## config.mk

```make
export PLATFORM = sky130hd
export DESIGN_NAME = bsm_ui
export DESIGN_NICKNAME = d
export VERILOG_FILES = /design/src/common/bsm_pkg.sv /design/src/bsm_ui.sv
export SDC_FILE = /design/constraint.sdc
export NUM_CORES = 2
export LEC_CHECK = 0
export BUFFER_PORTS_ARGS = -buffer_cell sky130_fd_sc_hd__buf_2
export CORE_MARGIN = 4
export CORE_UTILIZATION = 60
export DETAILED_ROUTE_END_ITERATION = 10
export HOLD_SLACK_MARGIN = 0.02
export PLACE_DENSITY = 0.87
export SLEW_MARGIN = 20
export SYNTH_ARGS = -nofsm -noshare
export SYNTH_HDL_FRONTEND = slang
export SYNTH_SLANG_ARGS = --single-unit
```

## constraint.sdc

```tcl
create_clock -name i_clk -period 38.5 [get_ports i_clk]
set_input_delay 1.925 -clock i_clk [delete_from_list [all_inputs] [get_ports i_clk]]
set_output_delay 1.925 -clock i_clk [all_outputs]
set_load 0.01 [all_outputs]
```

## src/common/bsm_pkg.sv

```systemverilog
// Purpose: constants, types and setting tables for the button/menu block
// Assumes: 40 MHz system clock, one asynchronous active-high reset
// Notes: times are in ms; the top module turns them into cycle counts
// How it works
// - A single UP or DOWN press at home shows the set point.
// - Further UP/DOWN presses step the set point by one degree.
// - Holding UP or DOWN in set point view keeps stepping.
// - Five idle seconds return home and store the set point on the same edge.
// - The set point always stays between the low and high bounds.
// - Set point stepping ignores whether a display is present.
// - Override press at home or in set point view flashes the snowflake.
// - Menu entry needs the enable switch on and a display present.
// - UP and DOWN held together three seconds in set point view opens the menu.
// - UP and DOWN scroll the menu list circularly.
// - Chord held half a second on an item enters edit, shows SET.
// - Chord held half a second in edit stores the value, back to list.
// - Thirty idle seconds in the menu return home.
// - DOWN alone held half a second in the menu exits home.
// - Menu items follow the fixed order; humidity trim only on humidity variant.
// - Layout picks one of eight; humidity layouts need the humidity variant.
// - Scale choice selects US customary or SI display units.
// - Low bound defaults 20, ranges 0 to high bound, 1 degree steps.
// - A stored low bound above the set point raises the set point.
// - High bound defaults 35, ranges low bound to 50, 1 degree steps.
// - A stored high bound below the set point lowers the set point.
// - Background CO2 reference is held between 200 and 9999 ppm.
// - The menu enable switch allows menu access when on only.
package bsm_pkg;
   typedef enum logic [3:0] {
      ST_HOME = 4'h1,
      ST_SETPT = 4'h2,
      ST_MENU = 4'h4,
      ST_EDIT = 4'h8
   } bsm_state_t;
   typedef logic signed [15:0] bsm_val_t;
   typedef struct packed {
      logic wr;
      logic [3:0] item;
      bsm_val_t data;
   } bsm_nvm_t;
   typedef struct packed {
      bsm_state_t screen;
      logic [3:0] item;
      bsm_val_t value;
      logic set_word;
      logic snow;
   } bsm_disp_t;
   localparam int unsigned CLK_KHZ = 40000;
   localparam int unsigned SP_TO_MS = 5000;
   localparam int unsigned MENU_TO_MS = 30000;
   localparam int unsigned ENTRY_MS = 3000;
   localparam int unsigned HOLD_MS = 500;
   localparam int unsigned DB_MS = 20;
   localparam int unsigned REP_MS = 250;
   localparam int unsigned SNOW_MS = 1000;
   localparam int NITEM = 14;
   localparam logic [3:0] IT_LAYOUT = 4'h0;
   localparam logic [3:0] IT_SCALE = 4'h1;
   localparam logic [3:0] IT_LOW = 4'h2;
   localparam logic [3:0] IT_HIGH = 4'h3;
   localparam logic [3:0] IT_HUM = 4'h6;
   localparam logic [3:0] IT_RESTORE = 4'hD;
   localparam logic [3:0] IT_BGREF = 4'hE;
   localparam logic [3:0] IT_SETPT = 4'hF;
   // items: layout, scale, low, high, pressure, gas cal, humidity trim,
   // temp offset, co2 trim, autodetect, line rate, check bit, stop, restore
   localparam bsm_val_t MIN_T [NITEM] = '{16'h0000, 16'h0000, 16'h0000,
      16'h0000, 16'h02A5, 16'h0000, 16'hFED4, 16'hFED4, 16'hFE0C,
      16'h0000, 16'h0000, 16'h0000, 16'h0000, 16'h0000};
   localparam bsm_val_t MAX_T [NITEM] = '{16'h0007, 16'h0001, 16'h0032,
      16'h0032, 16'h03F8, 16'h0000, 16'h012C, 16'h012C, 16'h01F4,
      16'h0001, 16'h0005, 16'h0002, 16'h0001, 16'h0001};
   localparam bsm_val_t DEF_T [NITEM] = '{16'h0001, 16'h0001, 16'h0014,
      16'h0023, 16'h03F5, 16'h0000, 16'h0000, 16'h0000, 16'h0000,
      16'h0001, 16'h0001, 16'h0000, 16'h0000, 16'h0000};
   localparam bsm_val_t SP_DEF = 16'h0016;
   localparam bsm_val_t BG_MIN = 16'h00C8;
   localparam bsm_val_t BG_MAX = 16'h270F;
   localparam bsm_val_t BG_DEF = 16'h0190;
   // word addresses on the register bus
   localparam logic [4:0] A_SETPT = 5'h00;
   localparam logic [4:0] A_STATUS = 5'h01;
   localparam logic [4:0] A_BGREF = 5'h02;
   localparam logic [4:0] A_CFG = 5'h10;
endpackage

```

## src/bsm_ui.sv

```systemverilog
// Purpose: front-panel buttons, set point and setup menu controller
// Assumes: button and switch inputs synchronous to i_clk, high = pressed
// Notes: display and nvm outputs trail the internal state by one cycle
`timescale 1ns/1ps
`default_nettype none
module bsm_ui import bsm_pkg::*; #(
   parameter logic [31:0] P_SP_TO = CLK_KHZ * SP_TO_MS,
   parameter logic [31:0] P_MENU_TO = CLK_KHZ * MENU_TO_MS,
   parameter logic [31:0] P_ENTRY = CLK_KHZ * ENTRY_MS,
   parameter logic [31:0] P_HOLD = CLK_KHZ * HOLD_MS,
   parameter logic [31:0] P_DB = CLK_KHZ * DB_MS,
   parameter logic [31:0] P_REP = CLK_KHZ * REP_MS,
   parameter logic [31:0] P_SNOW = CLK_KHZ * SNOW_MS
) (
   input wire logic i_clk,
   input wire logic i_rst,
   input wire logic i_btn_up,
   input wire logic i_btn_down,
   input wire logic i_btn_ovr,
   input wire logic i_menu_en,
   input wire logic i_disp_present,
   input wire logic i_has_humidity,
   input wire logic [4:0] i_avs_address,
   input wire logic i_avs_read,
   input wire logic i_avs_write,
   input wire logic [31:0] i_avs_writedata,
   output logic [31:0] o_avs_readdata,
   output logic o_avs_waitrequest,
   output bsm_disp_t o_disp,
   output bsm_nvm_t o_nvm,
   output logic o_ovr_pulse
);
   function automatic bsm_val_t stepv(bsm_val_t v, logic up, bsm_val_t lo,
                                      bsm_val_t hi);
      if (up) return (v >= hi) ? hi : bsm_val_t'(v + 16'sh0001);
      return (v <= lo) ? lo : bsm_val_t'(v - 16'sh0001);
   endfunction

   function automatic logic hum_lay(bsm_val_t v);
      return v == 16'sh0000 || v == 16'sh0002 || v == 16'sh0006;
   endfunction

   function automatic logic [3:0] nxt(logic [3:0] it, logic up, logic hum);
      logic [3:0] n;
      if (up) n = (it == IT_RESTORE) ? IT_LAYOUT : 4'(it + 4'h1);
      else n = (it == IT_LAYOUT) ? IT_RESTORE : 4'(it - 4'h1);
      if (n == IT_HUM && !hum) n = up ? 4'(n + 4'h1) : 4'(n - 4'h1);
      return n;
   endfunction

   function automatic logic [31:0] ext(bsm_val_t v);
      return {{16{v[15]}}, v};
   endfunction

   bsm_state_t state, next_state;
   logic [2:0] raw, btn, btn_q;
   logic [1:0] pat, pat_q;
   logic [31:0] hold_cnt, rep_cnt, idle_cnt, snow_cnt;
   logic fired, ack;
   logic [3:0] item;
   bsm_val_t sp, edit_val, bgref;
   bsm_val_t cfg [NITEM];

   // debounce: a level must stay changed for P_DB cycles to be taken
   assign raw = {i_btn_ovr, i_btn_down, i_btn_up};
   for (genvar g = 0; g < 3; g++) begin : g_db
      logic [31:0] cnt;
      logic lvl;
      always_ff @(posedge i_clk or posedge i_rst) begin
         if (i_rst) begin
            cnt <= '0;
            lvl <= 1'b0;
         end else if (raw[g] == lvl) begin
            cnt <= '0;
         end else if (cnt == P_DB - 32'h1) begin
            cnt <= '0;
            lvl <= raw[g];
         end else begin
            cnt <= cnt + 32'h1;
         end
      end
      assign btn[g] = lvl;
   end

   wire up = btn[0];
   wire dn = btn[1];
   wire up_rise = btn[0] & ~btn_q[0];
   wire dn_rise = btn[1] & ~btn_q[1];
   wire ov_rise = btn[2] & ~btn_q[2];
   wire any_edge = |(btn ^ btn_q);
   assign pat = {up, dn};
   assign pat_q = {btn_q[0], btn_q[1]};
   wire pat_same = pat == pat_q;
   wire single = pat == 2'b10 || pat == 2'b01;
   wire rep_tick = single && pat_same && rep_cnt == P_REP - 32'h1;
   wire step_up = (up_rise & ~dn) | (rep_tick & up);
   wire step_dn = (dn_rise & ~up) | (rep_tick & dn);
   wire at_home = state == ST_HOME || state == ST_SETPT;
   wire [31:0] chord_thr = at_home ? P_ENTRY : P_HOLD;
   wire chord_fire = pat == 2'b11 && pat_same && !fired &&
                     hold_cnt == chord_thr - 32'h1;
   wire down_fire = pat == 2'b01 && pat_same && !fired &&
                    state == ST_MENU && hold_cnt == P_HOLD - 32'h1;
   wire entry_ok = i_menu_en & i_disp_present;
   wire [31:0] to_thr = (state == ST_SETPT) ? P_SP_TO : P_MENU_TO;
   wire timeout = state != ST_HOME && !any_edge &&
                  idle_cnt == to_thr - 32'h1;

   // edit limits: the two bounds limit each other
   wire bsm_val_t lo_lim = (item == IT_HIGH) ? cfg[IT_LOW] : MIN_T[item];
   wire bsm_val_t hi_lim = (item == IT_LOW) ? cfg[IT_HIGH] : MAX_T[item];
   wire bsm_val_t ed_a = stepv(edit_val, step_up, lo_lim, hi_lim);
   wire bsm_val_t ed_b = stepv(ed_a, step_up, lo_lim, hi_lim);
   // layouts showing humidity are skipped on the plain variant
   wire lay_fix = item == IT_LAYOUT && !i_has_humidity && hum_lay(ed_a);
   wire bsm_val_t ed_next = !lay_fix ? ed_a :
                            hum_lay(ed_b) ? edit_val : ed_b;
   wire bsm_val_t sp_next =
      stepv(sp, step_up, cfg[IT_LOW], cfg[IT_HIGH]);
   wire save = state == ST_EDIT && chord_fire;
   wire sp_step = state == ST_SETPT && next_state == ST_SETPT &&
                  (step_up | step_dn);

   always_comb begin
      next_state = state;
      unique case (state)
         ST_HOME: begin
            if (step_up | step_dn) next_state = ST_SETPT;
         end
         ST_SETPT: begin
            if (chord_fire && entry_ok) next_state = ST_MENU;
            else if (timeout) next_state = ST_HOME;
         end
         ST_MENU: begin
            if (timeout || down_fire) next_state = ST_HOME;
            else if (chord_fire) next_state = ST_EDIT;
         end
         ST_EDIT: begin
            if (timeout) next_state = ST_HOME;
            else if (chord_fire) next_state = ST_MENU;
         end
      endcase
   end

   always_ff @(posedge i_clk or posedge i_rst) begin
      if (i_rst) begin
         state <= ST_HOME;
         btn_q <= '0;
         fired <= 1'b0;
      end else begin
         state <= next_state;
         btn_q <= btn;
         fired <= pat_same & (fired | chord_fire | down_fire);
      end
   end

   // hold, repeat, idle and snowflake timers
   always_ff @(posedge i_clk or posedge i_rst) begin
      if (i_rst) begin
         hold_cnt <= '0;
         rep_cnt <= '0;
         idle_cnt <= '0;
         snow_cnt <= '0;
      end else begin
         hold_cnt <= (!pat_same || pat == 2'b00) ? '0 :
                     (&hold_cnt) ? hold_cnt : hold_cnt + 32'h1;
         rep_cnt <= (!single || !pat_same || rep_tick) ? '0 :
                    rep_cnt + 32'h1;
         idle_cnt <= (any_edge || state != next_state) ? '0 :
                     (&idle_cnt) ? idle_cnt : idle_cnt + 32'h1;
         if (ov_rise && at_home) snow_cnt <= P_SNOW - 32'h1;
         else if (snow_cnt != '0) snow_cnt <= snow_cnt - 32'h1;
      end
   end

   // bus slave: every access sees exactly one wait cycle
   wire req = i_avs_read | i_avs_write;
   assign o_avs_waitrequest = req & ~ack;
   wire wr_go = i_avs_write & ack;
   wire cfg_hit = i_avs_address[4] && i_avs_address[3:0] <= IT_RESTORE;
   wire bsm_val_t wv = i_avs_writedata[15:0];
   wire wv_ok = i_avs_writedata[31:16] == {16{wv[15]}};
   wire bsm_val_t wv_sp = !wv_ok ? sp : (wv < cfg[IT_LOW]) ? cfg[IT_LOW] :
                          (wv > cfg[IT_HIGH]) ? cfg[IT_HIGH] : wv;
   wire bsm_val_t wv_bg = (!wv_ok || wv > BG_MAX) ? BG_MAX :
                          (wv < BG_MIN) ? BG_MIN : wv;
   wire [31:0] status_w = {23'h0, snow_cnt != '0, state, item};
   wire [31:0] rd_mux = (i_avs_address == A_SETPT) ? ext(sp) :
                        (i_avs_address == A_STATUS) ? status_w :
                        (i_avs_address == A_BGREF) ? ext(bgref) :
                        cfg_hit ? ext(cfg[i_avs_address[3:0]]) : 32'h0;

   always_ff @(posedge i_clk or posedge i_rst) begin
      if (i_rst) begin
         ack <= 1'b0;
         o_avs_readdata <= '0;
      end else begin
         ack <= req & ~ack;
         if (i_avs_read && !ack) o_avs_readdata <= rd_mux;
      end
   end

   // menu position and edit buffer
   always_ff @(posedge i_clk or posedge i_rst) begin
      if (i_rst) begin
         item <= IT_LAYOUT;
         edit_val <= '0;
      end else if (state == ST_MENU && next_state == ST_MENU &&
                   (step_up | step_dn)) begin
         item <= nxt(item, step_up, i_has_humidity);
      end else if (state == ST_MENU && next_state == ST_EDIT) begin
         edit_val <= cfg[item];
      end else if (state == ST_EDIT && next_state == ST_EDIT &&
                   (step_up | step_dn)) begin
         edit_val <= ed_next;
      end
   end

   // settings, set point and background reference
   always_ff @(posedge i_clk or posedge i_rst) begin
      if (i_rst) begin
         for (int i = 0; i < NITEM; i++) cfg[i] <= DEF_T[i];
         sp <= SP_DEF;
         bgref <= BG_DEF;
      end else if (save && item == IT_RESTORE && edit_val != '0) begin
         for (int i = 0; i < NITEM; i++) cfg[i] <= DEF_T[i];
         sp <= SP_DEF;
         bgref <= BG_DEF;
      end else if (save) begin
         cfg[item] <= edit_val;
         if (item == IT_LOW && edit_val > sp) sp <= edit_val;
         if (item == IT_HIGH && edit_val < sp) sp <= edit_val;
      end else if (sp_step) begin
         sp <= sp_next;
      end else if (wr_go && i_avs_address == A_SETPT) begin
         sp <= wv_sp;
      end else if (wr_go && i_avs_address == A_BGREF) begin
         bgref <= wv_bg;
      end
   end

   // registered outputs
   wire bsm_val_t shown = (state == ST_SETPT) ? sp :
                          (state == ST_EDIT) ? edit_val :
                          (state == ST_MENU) ? cfg[item] : 16'sh0000;
   always_ff @(posedge i_clk or posedge i_rst) begin
      if (i_rst) begin
         o_disp <= '{screen: ST_HOME, item: IT_LAYOUT, value: 16'sh0000,
                     set_word: 1'b0, snow: 1'b0};
         o_nvm <= '{wr: 1'b0, item: IT_LAYOUT, data: 16'sh0000};
         o_ovr_pulse <= 1'b0;
      end else begin
         o_disp <= '{screen: state, item: item, value: shown,
                     set_word: state == ST_EDIT, snow: snow_cnt != '0};
         o_ovr_pulse <= ov_rise & at_home;
         if (state == ST_SETPT && timeout) begin
            o_nvm <= '{wr: 1'b1, item: IT_SETPT, data: sp};
         end else if (save) begin
            o_nvm <= '{wr: 1'b1, item: item, data: edit_val};
         end else begin
            o_nvm.wr <= 1'b0;
         end
      end
   end
endmodule // bsm_ui
`default_nettype wire
```

After elaboration in Yosys (flattened, before gate mapping)
Memories as Yosys holds them, arrays and structs flattened.
Index checks and enable logic that the tools add are counted.
Widths: inputs -> output; s select.
{"block": "totals", "output_inout_bits": 81, "mem_bits_ro": 512, "in_bits": 47, "n_memories": 2, "elab_cells": 316, "register_bits": 592}
{"memory": "(name not given)", "depth": 16, "width": 16, "read_ports": 1, "rd_clocked_by_memory_dff": 0, "wr": 0, "line": "bsm_ui.sv:111", "rtl": "wire bsm_val_t hi_lim = (item == IT_LOW) ? cfg[IT_HIGH] : MAX_T[item];"}
{"memory": "(name not given)", "depth": 16, "width": 16, "read_ports": 1, "rd_clocked_by_memory_dff": 0, "wr": 0, "line": "bsm_ui.sv:110", "rtl": "wire bsm_val_t lo_lim = (item == IT_HIGH) ? cfg[IT_LOW] : MIN_T[item];"}
{"block": "op_classes", "bitwise": 31, "n_eq_ne": 41, "n_reduce_logical": 76, "order_cmp": 16, "addsub": 19, "muxes": 89}
{"op": "$mux 16", "n": 46}
{"op": "$mux 32", "n": 17}
{"op": "$mux 224", "n": 2}
{"op": "$bwmux 224", "n": 1}
{"op": "$add 32x1->32 const B", "n": 6}
{"op": "$bmux 16 s4", "n": 2}
{"op": "$eq 32x20->1 const B", "n": 3}
{"op": "$demux 16 s4", "n": 1}
{"op": "$eq 32x32->1", "n": 2}
{"op": "$reduce_and 32->1", "n": 2}
{"op": "$mux 4", "n": 13}
{"op": "$add 16x2->16 const B", "n": 3}
{"op": "$ge 16x16->1", "n": 3}
{"op": "$le 16x16->1", "n": 3}
{"op": "$sub 16x2->16 const B", "n": 3}
{"op": "$logic_and 1x1->1", "n": 34}
{"op": "$eq 16x3->1 const B", "n": 2}
{"op": "$eq 16x4->1 const B", "n": 2}
{"op": "$eq 32x24->1 const B", "n": 1}
{"op": "$eq 32x25->1 const B", "n": 1}
{"op": "$gt 16x16->1", "n": 2}
{"op": "$logic_not 16->1", "n": 2}
{"op": "$lt 16x16->1", "n": 2}
{"op": "$reduce_bool 32->1", "n": 1}
{"op": "other kinds (49)", "n": 118}

Longest topological paths before layout
{"block": "depth", "word_depth": 20, "ltp_mapped": 37}

Least setup slack after synthesis
No wires, ideal clock.
{"block": "synth_path", "kind": "register to register", "start": "register item[0]", "end": "register edit_val[0]", "slack_ns": 30.809, "path_buffers": 8, "period_less_slack_ns": 7.691, "stages_incl_launch_ff": 37, "arrival_ns": 7.566, "required_ns": 38.375, "cell_sequence": "dfrtp_1 > clkbuf_1 > inv_1 > ha_1 > clkbuf_1 > and2_0 > clkbuf_1 > clkbuf_1 > nand2_1 > ha_1 > nand4_1 > nor3_1 > a32oi_1 > and3b_1 > or3_1 > buf_6 > buf_6 > o21ai_1 > o2bb2ai_1 > inv_1 > ha_1 > nor2b_1 > o21ai_0 > nand2b_1 > a21oi_1 > nor2_1 > a2111oi_0 > mux2i_1 > a211oi_2 > clkbuf_1 > o21ai_0 > o22ai_1 > nand4_2 > nor4_4 > a21oi_4 > buf_6 > mux2_4"}
{"block": "synth_via", "elab_chain_cells": 18, "word_cells_on_any_way": 47, "classes_between": "add/sub: 2; order compare: 4; eq/ne: 7; mux: 21; bitwise: 1; reduce/logical: 10; memory: 2"}
{"item": "start, declared", "line": "bsm_ui.sv:60", "rtl": "logic [3:0] item;"}
{"item": "start signal, assigned", "line": "bsm_ui.sv:210", "rtl": "item <= nxt(item, step_up, i_has_humidity);"}
{"item": "$not 4->5 (not written as such)", "line": "bsm_ui.sv:110, bsm_ui.sv:111, bsm_ui.sv:212"}
{"item": "$mem_v2 16x16"}
{"item": "$mux 16 (not written as such) (2 in a row)", "line": "bsm_ui.sv:111"}
{"item": "$mux 16", "line": "bsm_ui.sv:111"}
{"item": "$ge 16x16->1", "line": "bsm_ui.sv:35", "rtl": "if (up) return (v >= hi) ? hi : bsm_val_t'(v + 16'sh0001);"}
{"item": "$mux 16 (2 in a row)", "line": "bsm_ui.sv:35"}
{"item": "$mux 16", "line": "bsm_ui.sv:36", "rtl": "return (v <= lo) ? lo : bsm_val_t'(v - 16'sh0001);"}
{"item": "$add 16x2->16 / $ge 16x16->1 (equally long branches)", "line": "bsm_ui.sv:35"}
{"item": "$mux 16 (2 in a row)", "line": "bsm_ui.sv:35"}
{"item": "$mux 16", "line": "bsm_ui.sv:36"}
{"item": "$eq 16x3->1 / $logic_not 16->1 (equally long branches)", "line": "bsm_ui.sv:40", "rtl": "return v == 16'sh0000 || v == 16'sh0002 || v == 16'sh0006;"}
{"item": "$logic_or 1x1->1 (2 in a row)", "line": "bsm_ui.sv:40"}
{"item": "$ne 3x2->1 (no line)"}
{"item": "$reduce_and 3->1 (no line)"}
{"item": "end signal, assigned", "line": "bsm_ui.sv:212", "rtl": "edit_val <= cfg[item];"}
{"item": "end signal, assigned", "line": "bsm_ui.sv:215", "rtl": "edit_val <= ed_next;"}
{"item": "end, declared", "line": "bsm_ui.sv:61", "rtl": "bsm_val_t sp, edit_val, bgref;"}
Parallel ways exist; a longest one is shown, timed or not. The select of a mux whose other input is x is not followed.
A chain may end at the register's enable or synchronous reset.

Worst setup path in the final report
{"block": "layout_path", "start": "register item[0]", "end": "register edit_val[14]"}
The elaborated chain is that of the path after synthesis.

==> results by group <==
Status
  • Status: finished clean

Clocking
  • Max Root-Sink Buffers: 3
  • Worst-Skew Late Latency: 660 ps
  • CTS resizes: 0
  • Clock-pin slew on the worst setup and hold paths: 70 ps
  • CTS Hold Bufs: 0
  • CTS tree: yes
  • # Post-CTS Setup Buffers: 0
  • Root buf cell: clkbuf_16
  • Num CTS Buffers: 61
  • H-tree Lvls: 2
  • CTS sink cnt: 576

Place
  • Placed instance count: 4,849
  • IO buf count: 127
  • Pre-CTS WS: 29,300 ps
  • Dpl hpwl: 80,100 µm
  • Gpl congestion: 1.02

Logic synthesis
  • Primary FF master, synth: dfrtp_1
  • Yosys warning total: 0
  • Count leader, synth: nor2_1
  • Post-synth top area cell: dfrtp_1
  • Compound-Gate Fraction of Synth Area: 0.111
  • Synthesized Nets: 4,304
  • Simple-gate share of the synthesized area: 0.197
  • Synth area leaders: dfrtp_1, mux2i_1, nor2_1
  • Commonest cells in the netlist: nor2_1, dfrtp_1, nand2_1, mux2i_1, a21oi_1
  • Synth Area in Adders: 0.0558
  • Sequential share of the synthesized area: 0.383
  • Post-synth EDFFs: 0
  • Average size of a mapped cell: 9.21 µm²
  • Post-synth cell types: 99
  • Post-Synth XOR/XNOR Area: 0.0607
  • Register bit total from synthesis: 576
  • Largest family of logic cells by synthesized area: simple AND/OR/NAND/NOR gates
  • Async SR Flop Fraction: 1.00
  • Mapped cell area: 37,700 µm²
  • Syn Inst Count: 4,089
  • Multiplexer area fraction after synthesis: 0.149
  • Post-synth top area share: 0.366

Die
  • Placeable Area: 61,900 µm²
  • Std-Cell Rows: 91
  • Die Y: 259 µm
  • Die area: 66,900 µm²
  • IO Pins: 128
  • Chip width: 259 µm
  • Initial core utilization: 0.608

STA
  • Pins over their slew limit: 0
  • Unrepaired setup endpoints after global routing: no
  • Final setup TNS: 0 ps
  • Final setup margin: 28,920 ps
  • Relative slew margins: 0.153
  • Slew @ Worst Pin: 1260 ps
  • Crit share post-route: 0.249
  • Final worst path period need: 9580 ps
  • Worst Clk Skew: 20.0 ps
  • Final setup viols: 0
  • Fin. Hold Viols: 0
  • F_max: 104 MHz

Detailed routing
  • WL/cell: 24.1 µm
  • Initial DRC count: 4,707
  • Residual DRC: 0
  • Via count: 33,666
  • Drt total wl: 120,000 µm
  • First-pass DRT Iterations: 10
  • Antenna-violating nets left: 0
  • Via density: 6.78

Worst setup path
  • Worst-case reg-to-reg path depth: 30
  • Max FO, Critical Path: 32
  • Slowest CP cell: a2111oi_0
  • CP required: 39,030 ps
  • Flop-to-flop setup slack: 28,920 ps
  • CP max stage delay: 820 ps
  • Worst EP arrival: 10,110 ps
  • Worst r2r dst: edit_val[14]
  • R2r startpoint: item[0]
  • Crit path launch type: flop
  • Worst Path Class, Setup: flop to flop
  • Setup crit end kind: flop

Power
  • P_leak: 18.4 nW
  • IR drop worst, VDD: 0.0000394 V
  • Sequential Power Share: 0.471
  • Pwr Density: 31.7 nW/µm²
  • Power share of the clock group: 0.493
  • Pwr Total: 1.30 mW
  • Sw Pwr: 0.294 mW
  • Cell Int Power: 1.01 mW
  • Sw frac: 0.226
  • Comb power frac: 0.036

Layout
  • Layout Cells excl Fill: 4,969
  • Final nets: 4,291
  • Share of cells above drive strength 1: 0.128
  • Final Core Density: 0.663
  • Synthesis-to-layout area growth: 8.98%

Global route
  • Global-route wire length before repair: 186,000 µm
  • Antenna violations before repair: 10
  • GRT Residual Overflow: 0
  • Vias in the first global route: 32,980
  • Largest net degree at the start of global routing: 190
  • GR Util All Layers: 0.351

Hold path
  • Hold WC Path Type: flop to flop
  • Hold endpoint: o_avs_readdata[13]
  • WHS Path Cells: 2
  • Min-delay src: o_avs_readdata[13]

Run
  • Max-Cap Viols: 0
flip-flops by register name (all words and copies together), names as in the netlist, 2 cells and up:
register	cells
o_avs_readdata	16
bgref	16
snow_cnt	32
state	4
g_db.lvl	2
idle_cnt	32
o_disp	26
edit_val	16
item	4
rep_cnt	32
o_nvm	21
sp	16
g_db.cnt	96
btn_q	3
cfg	224
hold_cnt	32
power by group through the flow:
stage	sequential (mW)	combinational, mW	clock (mW)
6_report	0.613	0.0471	0.641
5_1_grt	0.613	0.0520	0.673
4_1_cts	0.613	0.0467	0.646
3_5_place_dp	0.624	0.0463	0
3_3_place_gp	0.624	0.0453	0
2_1_floorplan	0.624	0.0299	0
cell usage in the layout (no fill, tap or decap), types with 17 or more instances in the layout:
cell	n
a211oi_1	22
a21o_1	28
a21oi_1	212
a22oi_1	20
a31oi_1	28
and2_1	19
and3_1	62
buf_2	126
buf_4	69
clkbuf_1	17
clkbuf_16	62
dfrtp_1	548
dfstp_2	25
ha_1	168
inv_1	124
mux2_2	48
mux2i_1	279
mux4_2	96
nand2_1	339
nand2b_1	23
nand3_1	183
nand4_1	59
nor2_1	586
nor2b_1	36
nor3_1	83
nor4_1	53
o211ai_1	27
o21ai_0	174
o22ai_1	19
or3_1	34
xnor2_1	126
xor2_1	135
area by class of cell:
| cell class | count | area (µm²) |
|---|---|---|
| Inverter | 131 | 499 |
| Antenna cell | 4 | 10.0 |
| Clock inverter | 29 | 463 |
| Clock buffer | 86 | 1710 |
| Sequential cell | 576 | 14500 |
| Tap cell | 837 | 1050 |
| Multi-Input combinational cell | 3108 | 21700 |
| Timing Repair Buffer | 198 | 1210 |
| Fill cell | 4719 | 20900 |
layer usage:
layer | vias to the layer above | global-route usage | share of wire
li1 | 14538 | - | -
met1 | 16051 | 0.443 | 0.36
met2 | 2372 | 0.525 | 0.43
met3 | 695 | 0.114 | 0.13
met4 | 10 | 0.221 | 0.079
met5 | - | 0.00512 | 0.00058
cell families (layout without fill, tap and decap cells):
family | count (synthesis) | in the layout
xor+xnor | 261 | 261
mux | 432 | 432
other cells | 0 | 4
fa+ha+maj | 168 | 168
simple gates | 1577 | 1577
compound gates | 670 | 670
buf+inv | 405 | 444
flops | 576 | 576
stage by stage:
step	instance area, µm²	hold slack [ps]
floorplan	37700	352
global placement	38800	458
detailed placement	38800	467
CTS	41000	480
global route	41000	509
finish	41100	471
worst max path at each step:
stage	start	end	slack (ps)
after detailed placement	item[0]	edit_val[14]	29300
after global routing	item[0]	edit_val[14]	28300
after global placement	item[0]	edit_val[13]	29380
final	item[0]	edit_val[14]	28920
after floorplan	i_rst	ack	20500
after CTS	item[0]	edit_val[14]	29250
critical path, delay by kind of cell (launching register included):
| family | cells | cell delay [ps] |
|---|---|---|
| buf+inv | 4 | 960 |
| fa+ha+maj | 3 | 1160 |
| compound gates | 12 | 3770 |
| simple gates | 8 | 1790 |
| flops | 1 | 700 |
| mux | 3 | 1040 |
Power figures use the tool's default switching activity.
